File: src/logic/sar_adc_consts.svh
/*
 * constants for the successive-approximation converter sequencer:
 * register byte offsets, field positions, reset values and timing counts.
 * assumes a 25 MHz bus clock and a 32-bit aligned register map.
 */
`ifndef SAR_ADC_CONSTS_SVH
`define SAR_ADC_CONSTS_SVH

// register byte offsets
`define ADC_OFF_CTRL      8'h00
`define ADC_OFF_RANGE     8'h04
`define ADC_OFF_STATUS    8'h08
`define ADC_OFF_MASK      8'h0c
`define ADC_OFF_RESULT    8'h10

// control fields
`define ADC_CTRL_START    0
`define ADC_CTRL_STOP     1
`define ADC_CTRL_MODE_LO  2
`define ADC_CTRL_TRIG_LO  4
`define ADC_CTRL_RES8     6
`define ADC_CTRL_IOS      7
`define ADC_CTRL_RST      8'h00

// range fields
`define ADC_RANGE_END_LO  8
`define ADC_RANGE_RST     8'h00

// status bits
`define ADC_ST_DONE       0
`define ADC_ST_OVR        1
`define ADC_ST_BUSY       8

// timing, in nanoseconds, and clock period
`define ADC_CLK_PERIOD_NS 40
`define ADC_CONV_NS       6130
`define ADC_SAMPLE_NS     2000
// least times round up
`define ADC_CONV_CYC   ((`ADC_CONV_NS + `ADC_CLK_PERIOD_NS - 1) / `ADC_CLK_PERIOD_NS)
`define ADC_SAMPLE_CYC ((`ADC_SAMPLE_NS + `ADC_CLK_PERIOD_NS - 1) / `ADC_CLK_PERIOD_NS)

`endif

File: src/logic/sar_adc_pkg.sv
/*
 * types shared by the converter sequencer.
 * assumes sar_adc_consts.svh for numeric constants.
 */
`default_nettype none
package sar_adc_pkg;
   typedef enum logic [1:0] {
      MODE_SINGLE1,
      MODE_SINGLE2,
      MODE_CONTINUOUS,
      MODE_INCREMENTAL
   } conv_mode_t;

   typedef enum logic [1:0] {
      TRIG_SOFTWARE,
      TRIG_RELOAD_TIMER,
      TRIG_FREERUN_ZERO,
      TRIG_RESERVED
   } trig_src_t;

   typedef enum {
      ST_IDLE,
      ST_SAMPLE,
      ST_APPROX,
      ST_SETTLE,
      ST_WAIT
   } seq_state_t;
endpackage
`default_nettype wire

File: src/logic/sar_adc_sequencer.sv
/*
 * converter sequencer: channel selection, start triggers, sample and
 * successive-approximation control, result and interrupt registers over AXI4-Lite.
 * assumes an external sample-and-hold and comparator; timer events are
 * asynchronous levels from other logic and are synchronised here.
 */
`include "sar_adc_consts.svh"
`default_nettype none
// Overview of operation
// - sample first, then successive approximation
// - whole conversion at least 6.13 us
// - sampling lasts at least 2.0 us
// - resolution selectable, 8 or 10 bits
// - eight channels chosen by software
// - completion raises interrupt when enabled
// - completion can request I/O transfer service
// - result protected while done flag set and interrupt enabled
// - start from software, reload timer, freerun zero
// - single-shot one channel: convert once, stop
// - single-shot range: each channel once, stop
// - continuous one channel: repeat until stopped
// - continuous range: cycle channels until stopped
// - incremental: one conversion per activation
module sar_adc_sequencer (
   // clock and reset
   input  wire logic        aclk,
   input  wire logic        aresetn,
   // axi4-lite write address
   input  wire logic        awvalid,
   output logic             awready,
   input  wire logic [7:0]  awaddr,
   // axi4-lite write data
   input  wire logic        wvalid,
   output logic             wready,
   input  wire logic [31:0] wdata,
   input  wire logic [3:0]  wstrb,
   // axi4-lite write response
   output logic             bvalid,
   input  wire logic        bready,
   output logic [1:0]       bresp,
   // axi4-lite read address
   input  wire logic        arvalid,
   output logic             arready,
   input  wire logic [7:0]  araddr,
   // axi4-lite read data
   output logic             rvalid,
   input  wire logic        rready,
   output logic [31:0]      rdata,
   output logic [1:0]       rresp,
   // timer trigger events
   input  wire logic        reload_timer_out,
   input  wire logic        freerun_zero,
   // analogue front end
   output logic [2:0]       channel_sel,
   output logic             sample_hold,
   output logic [9:0]       dac_code,
   input  wire logic        comparator_hi,
   // interrupt and transfer service
   output logic             irq,
   output logic             intelligent_io_service
);

   ////////////////////////////////////////////////////////////////////////////
   localparam int          CONV_CYC   = `ADC_CONV_CYC;
   localparam int          SAMPLE_CYC = `ADC_SAMPLE_CYC;
   localparam logic [1:0]  OKAY       = 2'h0;
   localparam logic [1:0]  SLVERR     = 2'h2;

   function automatic logic [2:0] next_chan(input logic [2:0] c, input logic [2:0] s,
                                            input logic [2:0] e);
      next_chan = (c == e) ? s : c + 3'h1;
   endfunction

   ////////////////////////////////////////////////////////////////////////////
   // input synchronisers
   logic [1:0] rt_sync_r, fz_sync_r, cmp_sync_r;
   logic       rt_prev_r, fz_prev_r;
   always_ff @(posedge aclk) begin
      if (!aresetn) begin
         rt_sync_r  <= 2'h0;
         fz_sync_r  <= 2'h0;
         cmp_sync_r <= 2'h0;
         rt_prev_r  <= 1'b0;
         fz_prev_r  <= 1'b0;
      end else begin
         rt_sync_r  <= {rt_sync_r[0], reload_timer_out};
         fz_sync_r  <= {fz_sync_r[0], freerun_zero};
         cmp_sync_r <= {cmp_sync_r[0], comparator_hi};
         rt_prev_r  <= rt_sync_r[1];
         fz_prev_r  <= fz_sync_r[1];
      end
   end

   ////////////////////////////////////////////////////////////////////////////
   // register state
   logic [7:0]  ctrl_r, ctrl_nxt;
   logic [2:0]  start_ch_r, start_ch_nxt, end_ch_r, end_ch_nxt;
   logic [1:0]  status_r, status_nxt, mask_r, mask_nxt;
   logic [9:0]  result_r, result_nxt;
   logic [2:0]  result_ch_r, result_ch_nxt;
   logic        sw_start, sw_stop, done_ev, ovr_ev, result_rd;
   logic        aw_hold_r, aw_hold_nxt, w_hold_r, w_hold_nxt;
   logic [7:0]  awaddr_r, awaddr_nxt;
   logic [31:0] wdata_r, wdata_nxt;
   logic        bvalid_r, bvalid_nxt, rvalid_r, rvalid_nxt;
   logic [1:0]  bresp_r, bresp_nxt, rresp_r, rresp_nxt;
   logic [31:0] rdata_r, rdata_nxt;
   logic        wr_go, busy;
   logic [9:0]  conv_result;
   logic [2:0]  conv_ch;

   sar_adc_pkg::conv_mode_t mode;
   sar_adc_pkg::trig_src_t  trig;
   assign mode = sar_adc_pkg::conv_mode_t'(ctrl_r[`ADC_CTRL_MODE_LO +: 2]);
   assign trig = sar_adc_pkg::trig_src_t'(ctrl_r[`ADC_CTRL_TRIG_LO +: 2]);

   assign awready = !aw_hold_r && !bvalid_r;
   assign wready  = !w_hold_r && !bvalid_r;
   assign arready = !rvalid_r;
   assign wr_go   = (aw_hold_r || (awvalid && awready)) && (w_hold_r || (wvalid && wready));

   always_comb begin
      logic [7:0]  wa;
      logic [31:0] wd;
      logic        hit;
      wa            = aw_hold_r ? awaddr_r : awaddr;
      wd            = w_hold_r ? wdata_r : wdata;
      hit           = 1'b0;
      ctrl_nxt      = ctrl_r;
      start_ch_nxt  = start_ch_r;
      end_ch_nxt    = end_ch_r;
      mask_nxt      = mask_r;
      status_nxt    = status_r;
      result_nxt    = result_r;
      result_ch_nxt = result_ch_r;
      sw_start      = 1'b0;
      sw_stop       = 1'b0;
      result_rd     = 1'b0;
      aw_hold_nxt   = aw_hold_r;
      w_hold_nxt    = w_hold_r;
      awaddr_nxt    = awaddr_r;
      wdata_nxt     = wdata_r;
      bvalid_nxt    = bvalid_r && !bready;
      bresp_nxt     = bresp_r;
      rvalid_nxt    = rvalid_r && !rready;
      rresp_nxt     = rresp_r;
      rdata_nxt     = rdata_r;
      if (awvalid && awready) begin
         aw_hold_nxt = 1'b1;
         awaddr_nxt  = awaddr;
      end
      if (wvalid && wready) begin
         w_hold_nxt = 1'b1;
         wdata_nxt  = wdata;
      end
      // status clears first so a same-cycle event below still sets it
      if (wr_go) begin
         aw_hold_nxt = 1'b0;
         w_hold_nxt  = 1'b0;
         bvalid_nxt  = 1'b1;
         hit         = 1'b1;
         if (wa == `ADC_OFF_CTRL) begin
            if (wstrb[0]) begin
               ctrl_nxt = wd[7:0] & 8'hfc;
               sw_start = wd[`ADC_CTRL_START];
               sw_stop  = wd[`ADC_CTRL_STOP];
            end
         end else if (wa == `ADC_OFF_RANGE) begin
            if (wstrb[0]) start_ch_nxt = wd[2:0];
            if (wstrb[1]) end_ch_nxt = wd[`ADC_RANGE_END_LO +: 3];
         end else if (wa == `ADC_OFF_STATUS) begin
            if (wstrb[0]) status_nxt = status_r & ~wd[1:0];
         end else if (wa == `ADC_OFF_MASK) begin
            if (wstrb[0]) mask_nxt = wd[1:0];
         end else if (wa != `ADC_OFF_RESULT) begin
            hit = 1'b0;
         end
         bresp_nxt = hit ? OKAY : SLVERR;
      end
      if (arvalid && arready) begin
         rvalid_nxt = 1'b1;
         rresp_nxt  = OKAY;
         if (araddr == `ADC_OFF_CTRL) begin
            rdata_nxt = {24'h0, ctrl_r};
         end else if (araddr == `ADC_OFF_RANGE) begin
            rdata_nxt = {21'h0, end_ch_r, 5'h0, start_ch_r};
         end else if (araddr == `ADC_OFF_STATUS) begin
            rdata_nxt = {23'h0, busy, 6'h0, status_r};
         end else if (araddr == `ADC_OFF_MASK) begin
            rdata_nxt = {30'h0, mask_r};
         end else if (araddr == `ADC_OFF_RESULT) begin
            rdata_nxt = {13'h0, result_ch_r, 6'h0, result_r};
            result_rd = 1'b1;
         end else begin
            rdata_nxt = 32'h0;
            rresp_nxt = SLVERR;
         end
      end
      // protection: a fresh result is dropped while the done flag is set and enabled, unless the result is read that cycle
      if (done_ev) begin
         if (status_r[`ADC_ST_DONE] && mask_r[`ADC_ST_DONE] && !result_rd) begin
            ovr_ev = 1'b1;
         end else begin
            ovr_ev        = 1'b0;
            result_nxt    = conv_result;
            result_ch_nxt = conv_ch;
         end
         status_nxt[`ADC_ST_DONE] = 1'b1;
      end else begin
         ovr_ev = 1'b0;
      end
      if (ovr_ev) status_nxt[`ADC_ST_OVR] = 1'b1;
   end

   always_ff @(posedge aclk) begin
      if (!aresetn) begin
         ctrl_r      <= `ADC_CTRL_RST;
         start_ch_r  <= 3'h0;
         end_ch_r    <= 3'h0;
         mask_r      <= 2'h0;
         status_r    <= 2'h0;
         result_r    <= 10'h000;
         result_ch_r <= 3'h0;
         aw_hold_r   <= 1'b0;
         w_hold_r    <= 1'b0;
         awaddr_r    <= 8'h00;
         wdata_r     <= 32'h0;
         bvalid_r    <= 1'b0;
         bresp_r     <= 2'h0;
         rvalid_r    <= 1'b0;
         rresp_r     <= 2'h0;
         rdata_r     <= 32'h0;
      end else begin
         ctrl_r      <= ctrl_nxt;
         start_ch_r  <= start_ch_nxt;
         end_ch_r    <= end_ch_nxt;
         mask_r      <= mask_nxt;
         status_r    <= status_nxt;
         result_r    <= result_nxt;
         result_ch_r <= result_ch_nxt;
         aw_hold_r   <= aw_hold_nxt;
         w_hold_r    <= w_hold_nxt;
         awaddr_r    <= awaddr_nxt;
         wdata_r     <= wdata_nxt;
         bvalid_r    <= bvalid_nxt;
         bresp_r     <= bresp_nxt;
         rvalid_r    <= rvalid_nxt;
         rresp_r     <= rresp_nxt;
         rdata_r     <= rdata_nxt;
      end
   end

   assign bvalid = bvalid_r;
   assign bresp  = bresp_r;
   assign rvalid = rvalid_r;
   assign rresp  = rresp_r;
   assign rdata  = rdata_r;
   assign irq    = |(status_r & mask_r);
   // transfer service request follows the done flag when the service is enabled
   assign intelligent_io_service = status_r[`ADC_ST_DONE] && ctrl_r[`ADC_CTRL_IOS];

   ////////////////////////////////////////////////////////////////////////////
   // conversion sequencer
   sar_adc_pkg::seq_state_t state_r, state_nxt;
   logic [7:0] cnt_r, cnt_nxt;
   logic [3:0] bit_r, bit_nxt;
   logic [9:0] sar_r, sar_nxt;
   logic [2:0] ch_r, ch_nxt;
   logic       trig_ev;

   always_comb begin
      case (trig)
         sar_adc_pkg::TRIG_SOFTWARE:     trig_ev = sw_start;
         sar_adc_pkg::TRIG_RELOAD_TIMER: trig_ev = rt_sync_r[1] && !rt_prev_r;
         sar_adc_pkg::TRIG_FREERUN_ZERO: trig_ev = fz_sync_r[1] && !fz_prev_r;
         default:                        trig_ev = 1'b0;
      endcase
   end

   assign busy        = (state_r != sar_adc_pkg::ST_IDLE);
   assign conv_result = ctrl_r[`ADC_CTRL_RES8] ? {2'h0, sar_r[9:2]} : sar_r;
   assign conv_ch     = ch_r;
   assign done_ev     = (state_r == sar_adc_pkg::ST_SETTLE) && (cnt_r == 8'h00);

   always_comb begin
      state_nxt = state_r;
      cnt_nxt   = (cnt_r != 8'h00) ? cnt_r - 8'h01 : 8'h00;
      bit_nxt   = bit_r;
      sar_nxt   = sar_r;
      ch_nxt    = ch_r;
      case (state_r)
         sar_adc_pkg::ST_IDLE: begin
            if (trig_ev) begin
               state_nxt = sar_adc_pkg::ST_SAMPLE;
               ch_nxt    = start_ch_r;
               cnt_nxt   = 8'(SAMPLE_CYC - 1);
            end
         end
         sar_adc_pkg::ST_SAMPLE: begin
            if (cnt_r == 8'h00) begin
               state_nxt = sar_adc_pkg::ST_APPROX;
               bit_nxt   = 4'h9;
               sar_nxt   = 10'h200;
               cnt_nxt   = 8'h02; // first trial also waits out the comparator sync
            end
         end
         sar_adc_pkg::ST_APPROX: begin
            // trial bit kept when the input is above the trial code
            if (!cmp_sync_r[1]) sar_nxt[bit_r] = 1'b0;
            if (bit_r != 4'h0 && !(ctrl_r[`ADC_CTRL_RES8] && bit_r == 4'h2)) begin
               bit_nxt               = bit_r - 4'h1;
               sar_nxt[bit_r - 4'h1] = 1'b1;
               cnt_nxt               = 8'h02; // comparator path has two sync stages
            end else begin
               state_nxt = sar_adc_pkg::ST_SETTLE;
               cnt_nxt   = 8'h00;
            end
            if (cnt_r != 8'h00) begin
               state_nxt = state_r;
               bit_nxt   = bit_r;
               sar_nxt   = sar_r;
               cnt_nxt   = cnt_r - 8'h01;
            end
         end
         sar_adc_pkg::ST_SETTLE: begin
            // pad out to the full conversion time
            if (cnt_r == 8'h00) begin
               ch_nxt = next_chan(ch_r, start_ch_r, end_ch_r);
               if (mode == sar_adc_pkg::MODE_CONTINUOUS) begin
                  state_nxt = sar_adc_pkg::ST_SAMPLE;
                  cnt_nxt   = 8'(SAMPLE_CYC - 1);
               end else if (mode == sar_adc_pkg::MODE_INCREMENTAL) begin
                  state_nxt = sar_adc_pkg::ST_WAIT;
               end else if (ch_r == end_ch_r) begin
                  state_nxt = sar_adc_pkg::ST_IDLE;
               end else begin
                  state_nxt = sar_adc_pkg::ST_SAMPLE;
                  cnt_nxt   = 8'(SAMPLE_CYC - 1);
               end
            end
         end
         sar_adc_pkg::ST_WAIT: begin
            if (trig_ev) begin
               state_nxt = sar_adc_pkg::ST_SAMPLE;
               cnt_nxt   = 8'(SAMPLE_CYC - 1);
            end
         end
         default: state_nxt = sar_adc_pkg::ST_IDLE;
      endcase
      // entering settle loads the padding; settle lasts one cycle more than its count
      if (state_r == sar_adc_pkg::ST_APPROX && state_nxt == sar_adc_pkg::ST_SETTLE) begin
         cnt_nxt = 8'(CONV_CYC - SAMPLE_CYC - 1 - (ctrl_r[`ADC_CTRL_RES8] ? 24 : 30));
      end
      if (sw_stop) state_nxt = sar_adc_pkg::ST_IDLE;
   end

   always_ff @(posedge aclk) begin
      if (!aresetn) begin
         state_r <= sar_adc_pkg::ST_IDLE;
         cnt_r   <= 8'h00;
         bit_r   <= 4'h0;
         sar_r   <= 10'h000;
         ch_r    <= 3'h0;
      end else begin
         state_r <= state_nxt;
         cnt_r   <= cnt_nxt;
         bit_r   <= bit_nxt;
         sar_r   <= sar_nxt;
         ch_r    <= ch_nxt;
      end
   end

   assign channel_sel = ch_r;
   assign sample_hold = (state_r == sar_adc_pkg::ST_SAMPLE);
   assign dac_code    = sar_r;

endmodule
`default_nettype wire

File: config.mk
export PLATFORM = sky130hd
export DESIGN_NAME = sar_adc_sequencer
export DESIGN_NICKNAME = d
export VERILOG_FILES = /design/src/logic/sar_adc_pkg.sv /design/src/logic/sar_adc_sequencer.sv
export VERILOG_INCLUDE_DIRS = /design/src /design/src/logic
export SDC_FILE = /design/constraint.sdc
export NUM_CORES = 1
export LEC_CHECK = 0
export ABC_AREA = 1
export ABC_CLOCK_PERIOD_IN_PS = 3170
export BUFFER_PORTS_ARGS = -buffer_cell sky130_fd_sc_hd__buf_2
export CELL_PAD_IN_SITES_DETAIL_PLACEMENT = 0
export CELL_PAD_IN_SITES_GLOBAL_PLACEMENT = 1
export CORE_AREA = 5 5 139 141
export DETAILED_ROUTE_END_ITERATION = 10
export DIE_AREA = 0 0 144 146
export PLACE_DENSITY_LB_ADDON = 0.1
export SLEW_MARGIN = 20
export SYNTH_ARGS = -nofsm -noshare
export SYNTH_HDL_FRONTEND = slang
export SYNTH_SLANG_ARGS = --single-unit
File: constraint.sdc
create_clock -name aclk -period 3.17 [get_ports aclk]
set_clock_uncertainty 0.1 [all_clocks]
set_input_delay 0.1585 -clock aclk [delete_from_list [all_inputs] [get_ports aclk]]
set_output_delay 0.1585 -clock aclk [all_outputs]
set_load 0.005 [all_outputs]
==> results of run 1 <==
[per-layer routing]
layer / vias up / GRT usage (%)
met3: 27 / 3.94
met5: - / 0
met2: 117 / 23.8
met1: 2455 / 21.7
li1: 2981 / -
met4: 0 / 7.11
[kinds of logic (layout without fill, tap and decap cells)]
family,after synthesis,in the layout,share of synthesized area (%)
flops,133,133,43.1
xor+xnor,9,9,1.28
compound gates,188,188,16.4
buf+inv,164,258,11.7
other cells,1,49,0.0608
simple gates,364,364,25.8
fa+ha+maj,8,8,1.62
[worst max-delay path: stages (launching register included)]
cell and delay [ns]:
dfxtp_1 0.29, nor2_1 0.09, nand2_1 0.06, nor2_1 0.16, nand2_1 0.12, nor2_1 0.53
nand3_1 0.28, inv_1 0.12, buf_2 0.12
[metrics by stage]
| stage | cell area (um2) | setup slack (ns) |
|---|---|---|
| global route | 7610 | 0.478 |
| global placement | 6800 | 0.804 |
| CTS | 7610 | 0.692 |
| finish | 7610 | 0.715 |
| floorplan | 6350 | 1.45 |
| detailed placement | 6800 | 0.785 |
[final cells by class]
cell class	instances	area [um2]	share of cell area (%)
clock inverter	8	76.3	1.00
clock buffer	23	478	6.28
timing repair buffer	109	696	9.14
sequential	133	2660	35.0
tap	229	287	3.76
inverter	118	449	5.90
multi-input combinational	618	2970	39.0
[layout by cell type, fill, tap and decap left out, types with 4 or more instances in the layout]
master / Yosys / routed
nor4_1: 7 / 7
a21oi_1: 80 / 80
clkbuf_16: 0 / 17
o21ai_1: 5 / 5
nor3_1: 13 / 13
dfxtp_1: 133 / 133
ha_1: 8 / 8
nand2_2: 6 / 6
a31oi_1: 5 / 5
o211ai_1: 10 / 10
xnor2_1: 6 / 6
inv_1: 109 / 109
inv_2: 5 / 5
dlygate4sd3_1: 0 / 26
buf_4: 21 / 8
o21ai_0: 75 / 75
nor2_1: 100 / 100
buf_2: 5 / 75
nand3_1: 27 / 27
nand2_1: 178 / 178
nor2_2: 10 / 10
clkinv_2: 1 / 4
conb_1: 1 / 49
nand4_1: 11 / 11
[path summary, 6_finish.rpt]
kind                                      end           from  slack, ns  cells past startpoint
worst max-delay path              sample_hold    state_r[20]       0.71                      8
worst min-delay path                 rresp[1]      araddr[0]       0.02                      3
worst max register to register    dac_code[7]    state_r[20]       0.72                      9
worst min register to register  cmp_sync_r[1]  cmp_sync_r[0]       0.31                      2
[power groups by stage]
stage          clock network [mW]  logic (mW)  registers [mW]
4_1_cts                      1.90       0.769            1.85
3_5_place_dp                    0       0.741            1.89
6_report                     1.84       0.756            1.85
5_1_grt                      1.97       0.872            1.86
2_1_floorplan                   0       0.584            1.86
3_3_place_gp                    0       0.743            1.88
[flip-flops by register name, summed over array words and instances, names as in the netlist, 4 cells and up]
register and flops:
state_r 32, rdata 14, wdata_r 11, dac_code 10, result_r 10, awaddr_r 8
cnt_r 8, ctrl_r 6, bit_r 4
==> summary.md, run 1 <==
* run status: complete, no violations
* Seq cells post-synth: 133
* Max-slew headroom: 46.2%
* Routability Congestion: 0.798
* max-cap viol count: 0
* core footprint: 17,800 um2
* layout cell share with drive strength beyond 1: 14.7%
* number of vias in the routed layout: 5,580
* biggest area contributors in the synthesized netlist: dfxtp_1 43%, nand2_1 11%, inv_1 6.6%
* maximum clock insertion buffer count: 2
* Total GRT Usage: 16.0%
* Cell variety after synth: 45
* prevailing post-synth register cell: dfxtp_1
* Critical Path End Type: output port
* floorplan die width: 144 um
* clock-pin slew on the worst setup and hold paths: 0.06 ns
* pin count of the biggest net entering global routing: 55
* switching power: 1.24 mW
* share of synthesized area occupied by flip-flops and latches: 43.1%
* CTS Hold Bufs: 26
* final-report setup violation count: 0
* number of antenna violations at the first check in global routing: 0
* number of nets still failing antenna checks after routing: 0
* crit path DAT: 2.20 ns
* count of buffers from port buffering: 75
* final cycle utilization of the critical path: 77.5%
* yosys warns: 0
* final hold violation count: 0
* initial drt markers: 289
* number of fill cells: 1,914
* # resized after CTS: 0
* TritonCTS clock tree: yes
* post-DR vias/cell: 4.51
* count of pins over their slew limit: 0
* largest voltage drop on the vdd net: 365 uV
* Routed WL per cell: 13.3 um
* # clock sinks: 133
* Commonest cells post-synth: 178 x nand2_1, 133 x dfxtp_1, 109 x inv_1
* data required time at the worst endpoint: 2.91 ns
* clock network fraction of design power: 41.3%
* RSZ-0062 raised after global routing: no
* average instance area after synthesis: 7.12 um2
* Post-DP HPWL: 12.2 mm
* global route overflow: 0
* overall power of the completed layout: 4.44 mW
* layout net count: 1,067
* global-route wire length before repair: 26.5 mm
* worst-margin pin slew: 0.801 ns
* minimum clock period: 2.46 ns
* final WL: 16.4 mm
* starting density of the core: 34.6%
* Highest Signal Layer: met4
* via count of the first global-routing pass: 5,289
* Clk Tree Root Cell: clkbuf_16
* top-level port count: 119
* DRC viols: 0
* insertion delay to the later sink of the worst-skew pair: 0.42 ns
* placed instance count: 1,181
* die height: 146 um
* internal power: 3.20 mW
* met2 WL: 7.05 mm
* kind of start point of the critical path: register
* count of placed standard cells in the final layout, fillers left out: 1,238
* worst setup path class: register to output port
* share of Yosys cell area claimed by the top area cell type: 43.1%
* fraction of registers with async set/reset: 0%
* Mapped Area: 6170 um2
* final core area utilization: 42.7%
* number of H-tree branching levels: 4
* number of clock buffers inserted by TritonCTS: 17
* final total negative setup slack: 0 ns
* combinational share of power: 17.0%
* Yosys top cell by area: dfxtp_1
* Power per Cell Area: 583 nW/um2
* floorplan die area: 21,000 um2
* switching share of power: 28.0%
* worst hold path class: input port to register
* floorplan row count: 49
* routed metal-1 wire length: 8.07 mm
* post-CTS repair timing setup buffer count: 0
* Initial DRT Pass Iterations: 7
* total inserted antenna cells: 0
* share of total power in sequential cells: 41.6%
* total length of routed met3 wires: 879 um
* most frequent cell after synthesis: nand2_1
* Post-synth EDFFs: 0
* post-synthesis cell count: 867
* largest driver fanout on the critical path: 11
* FMAX: 407 MHz
* reported leakage power: 3.44 nW
* area overhead of the layout relative to synthesis: 23.4%
* worst hold slack: 0.0227 ns
No activity file was read; power rests on OpenSTA's default activity.
==> run 2, diff against run 1 <==
--- a/config.mk
+++ b/config.mk
@@ -7,7 +7,7 @@
 export NUM_CORES = 1
 export LEC_CHECK = 0
 export ABC_AREA = 1
-export ABC_CLOCK_PERIOD_IN_PS = 3170
+export ABC_CLOCK_PERIOD_IN_PS = 2300
 export BUFFER_PORTS_ARGS = -buffer_cell sky130_fd_sc_hd__buf_2
 export CELL_PAD_IN_SITES_DETAIL_PLACEMENT = 0
 export CELL_PAD_IN_SITES_GLOBAL_PLACEMENT = 1
==> constraint.sdc (replaced) <==
create_clock -name aclk -period 2.3 [get_ports aclk]
set_clock_uncertainty 0.1 [all_clocks]
set_input_delay 0.115 -clock aclk [delete_from_list [all_inputs] [get_ports aclk]]
set_output_delay 0.115 -clock aclk [all_outputs]
set_load 0.005 [all_outputs]
==> run 2 against run 1 <==
Effect of this change: global-route usage is 0.68 points higher; count of clock-buffer cells in the layout is 4 lower; combinational power is 52% higher; worst hold slack better by 0.020 ns; sequential share of layout area is 1.1 points lower; final area is 3.2% higher; clock power is 52% higher; routed wire length is 2.6% higher; flip-flop and latch count stayed put; highest routed layer unchanged.
==> summary.md, run 2 (synthesized netlist as in run 1, its figures left out) <==
* clock network fraction of design power: 43.0%, +1.7 points
* met3 routing resource usage after global routing: 4.57%, +0.62 points
* global-route track usage on met2: 26.0%, +2.2 points
* final-report setup violation count: 0, unchanged
* initial drt markers: 343, +19%
* largest driver fanout on the critical path: 11, unchanged
* Crit path buffers/inverters: 2, unchanged
* global route overflow: 0, unchanged
* crit path DAT: 2.27 ns, +0.07 ns
* Critical Path End Type: register
* post-DR vias/cell: 4.51, about the same
* Post-DP HPWL: 12.5 mm, +2.9%
* worst hold path depth: 6, +3
* run status: complete, no violations
* slowest cell on the critical path: dfxtp_1
* floorplan die area: 21,000 um2, unchanged
* layout net count: 1,091, +2.2%
* count of pins over their slew limit: 0, unchanged
* Routed WL per cell: 13.4 um, +0.63%
* number of vias in the routed layout: 5,691, +2.0%
* combinational share of power: 17.8%, +0.8 points
* top-level port count: 119, unchanged
* floorplan die width: 144 um, unchanged
* clock-pin slew on the worst setup and hold paths: 0.06 ns, about the same
* pin count of the biggest net entering global routing: 55, unchanged
* worst hold path class: input port to register
* Power per Cell Area: 826 nW/um2, +42%
* post-CTS repair timing setup buffer count: 0, unchanged
* Total GRT Usage: 16.6%, +0.68 points
* cell family contributing the most delay on the critical path: simple AND/OR/NAND/NOR gates
* commonest cells after routing, fill and taps aside: 178 x nand2_1, 132 x dfxtp_1, 109 x inv_1, 100 x nor2_1, 80 x a21oi_1
* area overhead of the layout relative to synthesis: 27.4%
* crit-path cells: nor2_1 -> nand2_1 -> nor2_1 -> nand2_1 -> nor2_1 -> buf_4 -> nand2_1 -> inv_1 -> nand2_1 -> nand2_1 -> o21ai_0 -> o21ai_0 -> nor2_1
* floorplan row count: 49, unchanged
* DRC viols: 0, unchanged
* share of total power in sequential cells: 39.3%, -2.3 points
* number of nets still failing antenna checks after routing: 0, unchanged
* insertion delay to the later sink of the worst-skew pair: 0.42 ns, about the same
* total inserted antenna cells: 0, unchanged
* core footprint: 17,800 um2, unchanged
* FMAX: 485 MHz
* switching share of power: 27.8%, -0.15 points
* die height: 146 um, unchanged
* worst setup path class: register to register
* largest voltage drop on the vdd net: 700 uV, +92%
* Routability Congestion: 0.808, +1.3%
* most frequent standard cell in the layout excluding fill and tap cells: nand2_1
* number of clock buffers inserted by TritonCTS: 17, unchanged
* number of antenna violations at the first check in global routing: 0, unchanged
* data required time at the worst endpoint: 2.51 ns, -0.40 ns
* internal power: 4.68 mW, +46%
* layout cell share with drive strength beyond 1: 16.6%, +1.9 points
* Clk Tree Root Cell: clkbuf_16
* reported leakage power: 3.57 nW, +3.8%
* final WL: 16.8 mm, +2.6%
* max reg flops: 32, unchanged
* met1 track demand over resource in global routing: 22.8%, +1.0 points
* final cycle utilization of the critical path: 89.7%
* minimum clock period: 2.06 ns
* Worst Reg-to-Reg Cells: 13, +4
* switching power: 1.81 mW, +45%
* maximum clock insertion buffer count: 2, unchanged
* crit-path max cell delay: 0.30 ns, -0.23 ns
* largest register by flop count: state_r
* max-cap viol count: 0, unchanged
* Max-slew headroom: 44.3%, -1.9 points
* Worst path depth: 13, +5
* via count of the first global-routing pass: 5,555, +5.0%
* global-route wire length before repair: 27.8 mm, +4.8%
* final hold violation count: 0, unchanged
* worst-margin pin slew: 0.830 ns, +0.0285 ns
* cell with the most instances on the worst path: nand2_1
* starting density of the core: 34.6%, unchanged
* number of H-tree branching levels: 4, unchanged
* kind of start point of the critical path: register
* TritonCTS clock tree: yes
* busiest layer in global routing: met2
* final total negative setup slack: 0 ns, unchanged
* Initial DRT Pass Iterations: 5, -2
* count of buffers from port buffering: 75, unchanged
* RSZ-0062 raised after global routing: no
* # clock sinks: 133, unchanged
* final core area utilization: 44.1%, +1.4 points
[run 2: changes by cell type in the layout (fill, tap and decap cells not counted), moves of 2 or more]
cell / delta
clkbuf_1: -3
buf_4: +19
clkinvlp_4: +3
dlygate4sd3_1: +5
bufinv_16: +2
[run 2: layout make-up]
cell class / instances / area, um2
sequential: 133 / 2660
clock buffer: 19 / 453
inverter: 118 / 449
tap: 229 / 287
timing repair buffer: 133 / 888
clock inverter: 12 / 154
fill: 1871 / 9980
multi-input combinational: 618 / 2970
[run 2: stage by stage]
stage                     std cells  setup slack [ns]  hold WS (ns)  instance area [um2]  total power, mW
final                          1262             0.237        0.0424                 7860             6.49
after global routing           1262            0.0173        0.0782                 7860             6.87
after CTS                      1262             0.143        0.0395                 7860             6.57
after detailed placement       1200             0.147         0.198                 6940             3.72
after global placement         1200             0.167         0.198                 6940             3.72
after floorplan                 915             0.582         0.113                 6350             3.37
[run 2: worst paths after layout]
check                    start              to  slack (ns)
setup / recovery   state_r[17]  channel_sel[0]        0.24
hold / removal       araddr[1]       rdata[10]        0.04
setup reg to reg   state_r[17]  channel_sel[0]        0.24
hold reg to reg   fz_sync_r[0]    fz_sync_r[1]        0.31
[run 2: metal layers]
metal | wire length [um] | vias up
met5 | 0 | -
met4 | 176 | 0
met3 | 888 | 13
met2 | 7550 | 106
met1 | 8230 | 2538
li1 | - | 3034
[run 2: what timing repair did]
item,4_1_cts,5_1_grt
hold buffers,31,0
endpoints found under the hold margin,38,0
resized for setup,0,1
endpoints found under the setup margin,0,5
[run 2: power by group through the flow]
| stage | registers, mW | logic [mW] | clock network, mW |
|---|---|---|---|
| 5_1_grt | 2.57 | 1.32 | 2.98 |
| 3_5_place_dp | 2.60 | 1.12 | 0 |
| 2_1_floorplan | 2.57 | 0.804 | 0 |
| 4_1_cts | 2.55 | 1.17 | 2.85 |
| 6_report | 2.55 | 1.15 | 2.79 |
| 3_3_place_gp | 2.60 | 1.12 | 0 |
[run 2: tightest hold or removal path, cell delays in order]
cell and delay, ns:
buf_2 0.08, nor2_2 0.04, inv_2 0.07, nor4_1 0.06, nand3_1 0.08, a21oi_1 0.06
==> run 3, diff against run 2 <==
--- a/config.mk
+++ b/config.mk
@@ -6,14 +6,13 @@
 export SDC_FILE = /design/constraint.sdc
 export NUM_CORES = 1
 export LEC_CHECK = 0
-export ABC_AREA = 1
 export ABC_CLOCK_PERIOD_IN_PS = 2300
 export BUFFER_PORTS_ARGS = -buffer_cell sky130_fd_sc_hd__buf_2
 export CELL_PAD_IN_SITES_DETAIL_PLACEMENT = 0
 export CELL_PAD_IN_SITES_GLOBAL_PLACEMENT = 1
-export CORE_AREA = 5 5 139 141
+export CORE_AREA = 5 5 136 138
 export DETAILED_ROUTE_END_ITERATION = 10
-export DIE_AREA = 0 0 144 146
+export DIE_AREA = 0 0 141 143
 export PLACE_DENSITY_LB_ADDON = 0.1
 export SLEW_MARGIN = 20
 export SYNTH_ARGS = -nofsm -noshare
==> run 3 against run 2 <==
Effect of this change: sequential share of layout area is 0.59 points higher; largest power group unchanged; critical path depth is 6 lower; worst hold slack worse by 0.0037 ns; clock power is 2% lower; area after synthesis is 5.4% lower; final cell count is 16% lower; sequential power hardly changed; highest routed layer unchanged; die area is 4.1% lower; combinational power is 22% lower; worst setup slack worse by 0.12 ns.
==> summary.md, run 3 <==
* fraction of registers with async set/reset: 0%, unchanged
* Max-slew headroom: 61.5%, +17 points
* worst hold path depth: 3, -3
* Seq cells post-synth: 133, unchanged
* post-DR vias/cell: 4.83, +7.1%
* clock network fraction of design power: 44.3%, +1.3 points
* final-report setup violation count: 0, unchanged
* startpoint of the worst setup timing path: state_r[23]
* DRC viols: 0, unchanged
* final core area utilization: 45.3%, +1.3 points
* top-level port count: 119, unchanged
* Cell variety after synth: 65, +44%
* final total negative setup slack: 0 ns, unchanged
* global route overflow: 0, unchanged
* Reg2Reg Launch Point: aw_hold_r
* share of total power in sequential cells: 41.2%, +1.9 points
* number of vias in the routed layout: 5,126, -9.9%
* final hold violation count: 0, unchanged
* number of clock buffers inserted by TritonCTS: 17, unchanged
* layout net count: 893, -18%
* worst-margin pin slew: 0.577 ns, -0.253 ns
* slack of the worst reg-to-reg path: 0.15 ns, -0.09 ns
* Commonest cells post-synth: 133 x dfxtp_1, 84 x nor2_1, 56 x nand2_1
* Mapped Area: 5840 um2, -5.4%
* max-cap viol count: 0, unchanged
* final cycle utilization of the critical path: 94.9%, +5.2 points
* Routability Congestion: 0.822, +1.8%
* Post-DP HPWL: 11.9 mm, -4.6%
* clock-pin slew on the worst setup and hold paths: 0.05 ns, about the same
* internal power: 4.64 mW, -0.85%
* floorplan die width: 141 um, -2.1%
* final WL: 15.9 mm, -5.8%
* biggest area contributors in the synthesized netlist: dfxtp_1 46%, mux2i_1 6.0%, nor2_1 5.4%
* number of antenna violations at the first check in global routing: 0, unchanged
* # clock sinks: 133, unchanged
* share of synthesized area occupied by flip-flops and latches: 45.6%, +2.5 points
* placed instance count: 1,001, -17%
* Critical Path End Type: output port
* slowest cell on the critical path: dfxtp_1
* cell with the most instances on the worst path: buf_4
* Worst path depth: 7, -6
* area overhead of the layout relative to synthesis: 32.4%
* average instance area after synthesis: 8.82 um2, +24%
* minimum clock period: 2.18 ns, +0.119 ns
* min-delay src: wvalid
* Yosys top cell by area: dfxtp_1
* TritonCTS clock tree: yes
* max reg flops: 32, unchanged
* Post-synth EDFFs: 0, unchanged
* kind of start point of the critical path: register
* switching share of power: 24.8%, -3.0 points
* crit-path cells: nor4_2 -> buf_4 -> and4_4 -> nand3_1 -> buf_4 -> nor3_4 -> buf_2
* Reg-to-Reg End: ctrl_r[6]
* data required time at the worst endpoint: 2.09 ns, -0.42 ns
* pin count of the biggest net entering global routing: 34, -38%
* post-CTS repair timing setup buffer count: 0, unchanged
* cell family contributing the most delay on the critical path: simple AND/OR/NAND/NOR gates
* most frequent standard cell in the layout excluding fill and tap cells: dfxtp_1
* commonest cells after routing, fill and taps aside: 131 x dfxtp_1, 84 x nor2_1, 75 x buf_2, 56 x nand2_1, 49 x conb_1
* largest voltage drop on the vdd net: 580 uV, -17%
* largest driver fanout on the critical path: 8, -3
* crit path DAT: 1.97 ns, -0.30 ns
* core footprint: 17,100 um2, -4.4%
* Setup crit end: sample_hold
* combinational share of power: 14.5%, -3.3 points
* initial drt markers: 255, -26%
* worst hold path class: input port to register
* Routed WL per cell: 15.0 um, +12%
* count of pins over their slew limit: 0, unchanged
* count of placed standard cells in the final layout, fillers left out: 1,061, -16%
* Initial DRT Pass Iterations: 4, -1
* die height: 143 um, -2.1%
* maximum clock insertion buffer count: 2, unchanged
* most frequent cell after synthesis: dfxtp_1
* global-route wire length before repair: 25.7 mm, -7.4%
* layout cell share with drive strength beyond 1: 22.6%, +6.1 points
* share of Yosys cell area claimed by the top area cell type: 45.6%, +2.5 points
* Worst Reg-to-Reg Cells: 6, -7
* Crit path buffers/inverters: 3, +1
* Total GRT Usage: 16.1%, -0.55 points
* via count of the first global-routing pass: 5,082, -8.5%
* Power per Cell Area: 799 nW/um2, -3.2%
* insertion delay to the later sink of the worst-skew pair: 0.41 ns, about the same
* run status: complete, no violations
* prevailing post-synth register cell: dfxtp_1
* floorplan row count: 48, -2.0%
* overall power of the completed layout: 6.18 mW, -4.8%
* Clk Tree Root Cell: clkbuf_16
* yosys warns: 0, unchanged
* starting density of the core: 34.2%, -0.37 points
* RSZ-0062 raised after global routing: no
* count of buffers from port buffering: 75, unchanged
* FMAX: 458 MHz, -5.4%
* floorplan die area: 20,200 um2, -4.1%
* post-synthesis cell count: 662, -24%
* number of H-tree branching levels: 4, unchanged
* worst setup path class: register to output port
* switching power: 1.53 mW, -15%
* largest register by flop count: state_r
* total inserted antenna cells: 0, unchanged
* number of nets still failing antenna checks after routing: 0, unchanged
* reported leakage power: 3.22 nW, -9.8%
* crit-path max cell delay: 0.31 ns, about the same
[run 3: area by class of cell]
class | count | area, um2
fill | 1674 | 9330
multi-input combinational | 508 | 3120
sequential | 133 | 2670
timing repair buffer | 147 | 998
clock buffer | 23 | 478
tap | 225 | 282
clock inverter | 9 | 125
inverter | 16 | 60.1
[run 3: what timing repair did]
action	in CTS	in global routing
pin swaps	0	2
endpoints found under the hold margin	33	0
hold buffers	28	0
resized for setup	5	18
setup endpoints to repair	6	25
[run 3: cell families (layout without fill, tap and decap cells)]
family          Yosys count  after routing  synth area share [%]
other cells               1             49                0.0642
xor+xnor                 12             12                  1.80
fa+ha+maj                 8              8                  1.71
simple gates            254            254                  21.6
buf+inv                  69            195                  5.89
compound gates          137            137                  14.8
flops                   133            133                  45.6
mux                      48             48                  8.51
[run 3: worst min path at each step]
stage                           end  slack [ns]
after detailed placement     rvalid        0.21
final                     aw_hold_r        0.04
after floorplan              rvalid        0.12
after global routing      aw_hold_r        0.05
after CTS                 aw_hold_r        0.06
after global placement       rvalid        0.20
[run 3: power by group through the flow]
stage	sequential [mW]	combinational (mW)	clock, mW
2_1_floorplan	2.56	0.586	0
3_3_place_gp	2.58	0.840	0
3_5_place_dp	2.58	0.849	0
4_1_cts	2.54	0.892	2.82
5_1_grt	2.56	1.02	2.94
6_report	2.54	0.899	2.74
[run 3: layer usage]
metal / global-route usage (%) / up-vias / routed length, um / share of wire (%)
met5: 0 / - / 0 / 0
met1: 20.1 / 2402 / 7130 / 45
met2: 27.0 / 106 / 7760 / 49
li1: - / 2599 / - / -
met3: 3.99 / 19 / 724 / 4.6
met4: 5.92 / 0 / 253 / 1.6
[run 3: worst reg2reg max path, stage by stage, from the launching register on]
cell and delay [ns]:
dfxtp_2 0.38, mux2_2 0.39, or4_1 0.58, nor2_1 0.13
buf_4 0.19, nor2_1 0.06, a211oi_1 0.22
[run 3: metrics by stage]
step                      instance area [um2]  setup WS [ns]  hold WS (ns)
after global routing                     7730        0.00117        0.0486
after CTS                                7640        0.00259        0.0608
after floorplan                          6020         0.0744         0.115
after detailed placement                 6740        -0.0592         0.208
after global placement                   6740        -0.0939         0.202
final                                    7730          0.118        0.0388
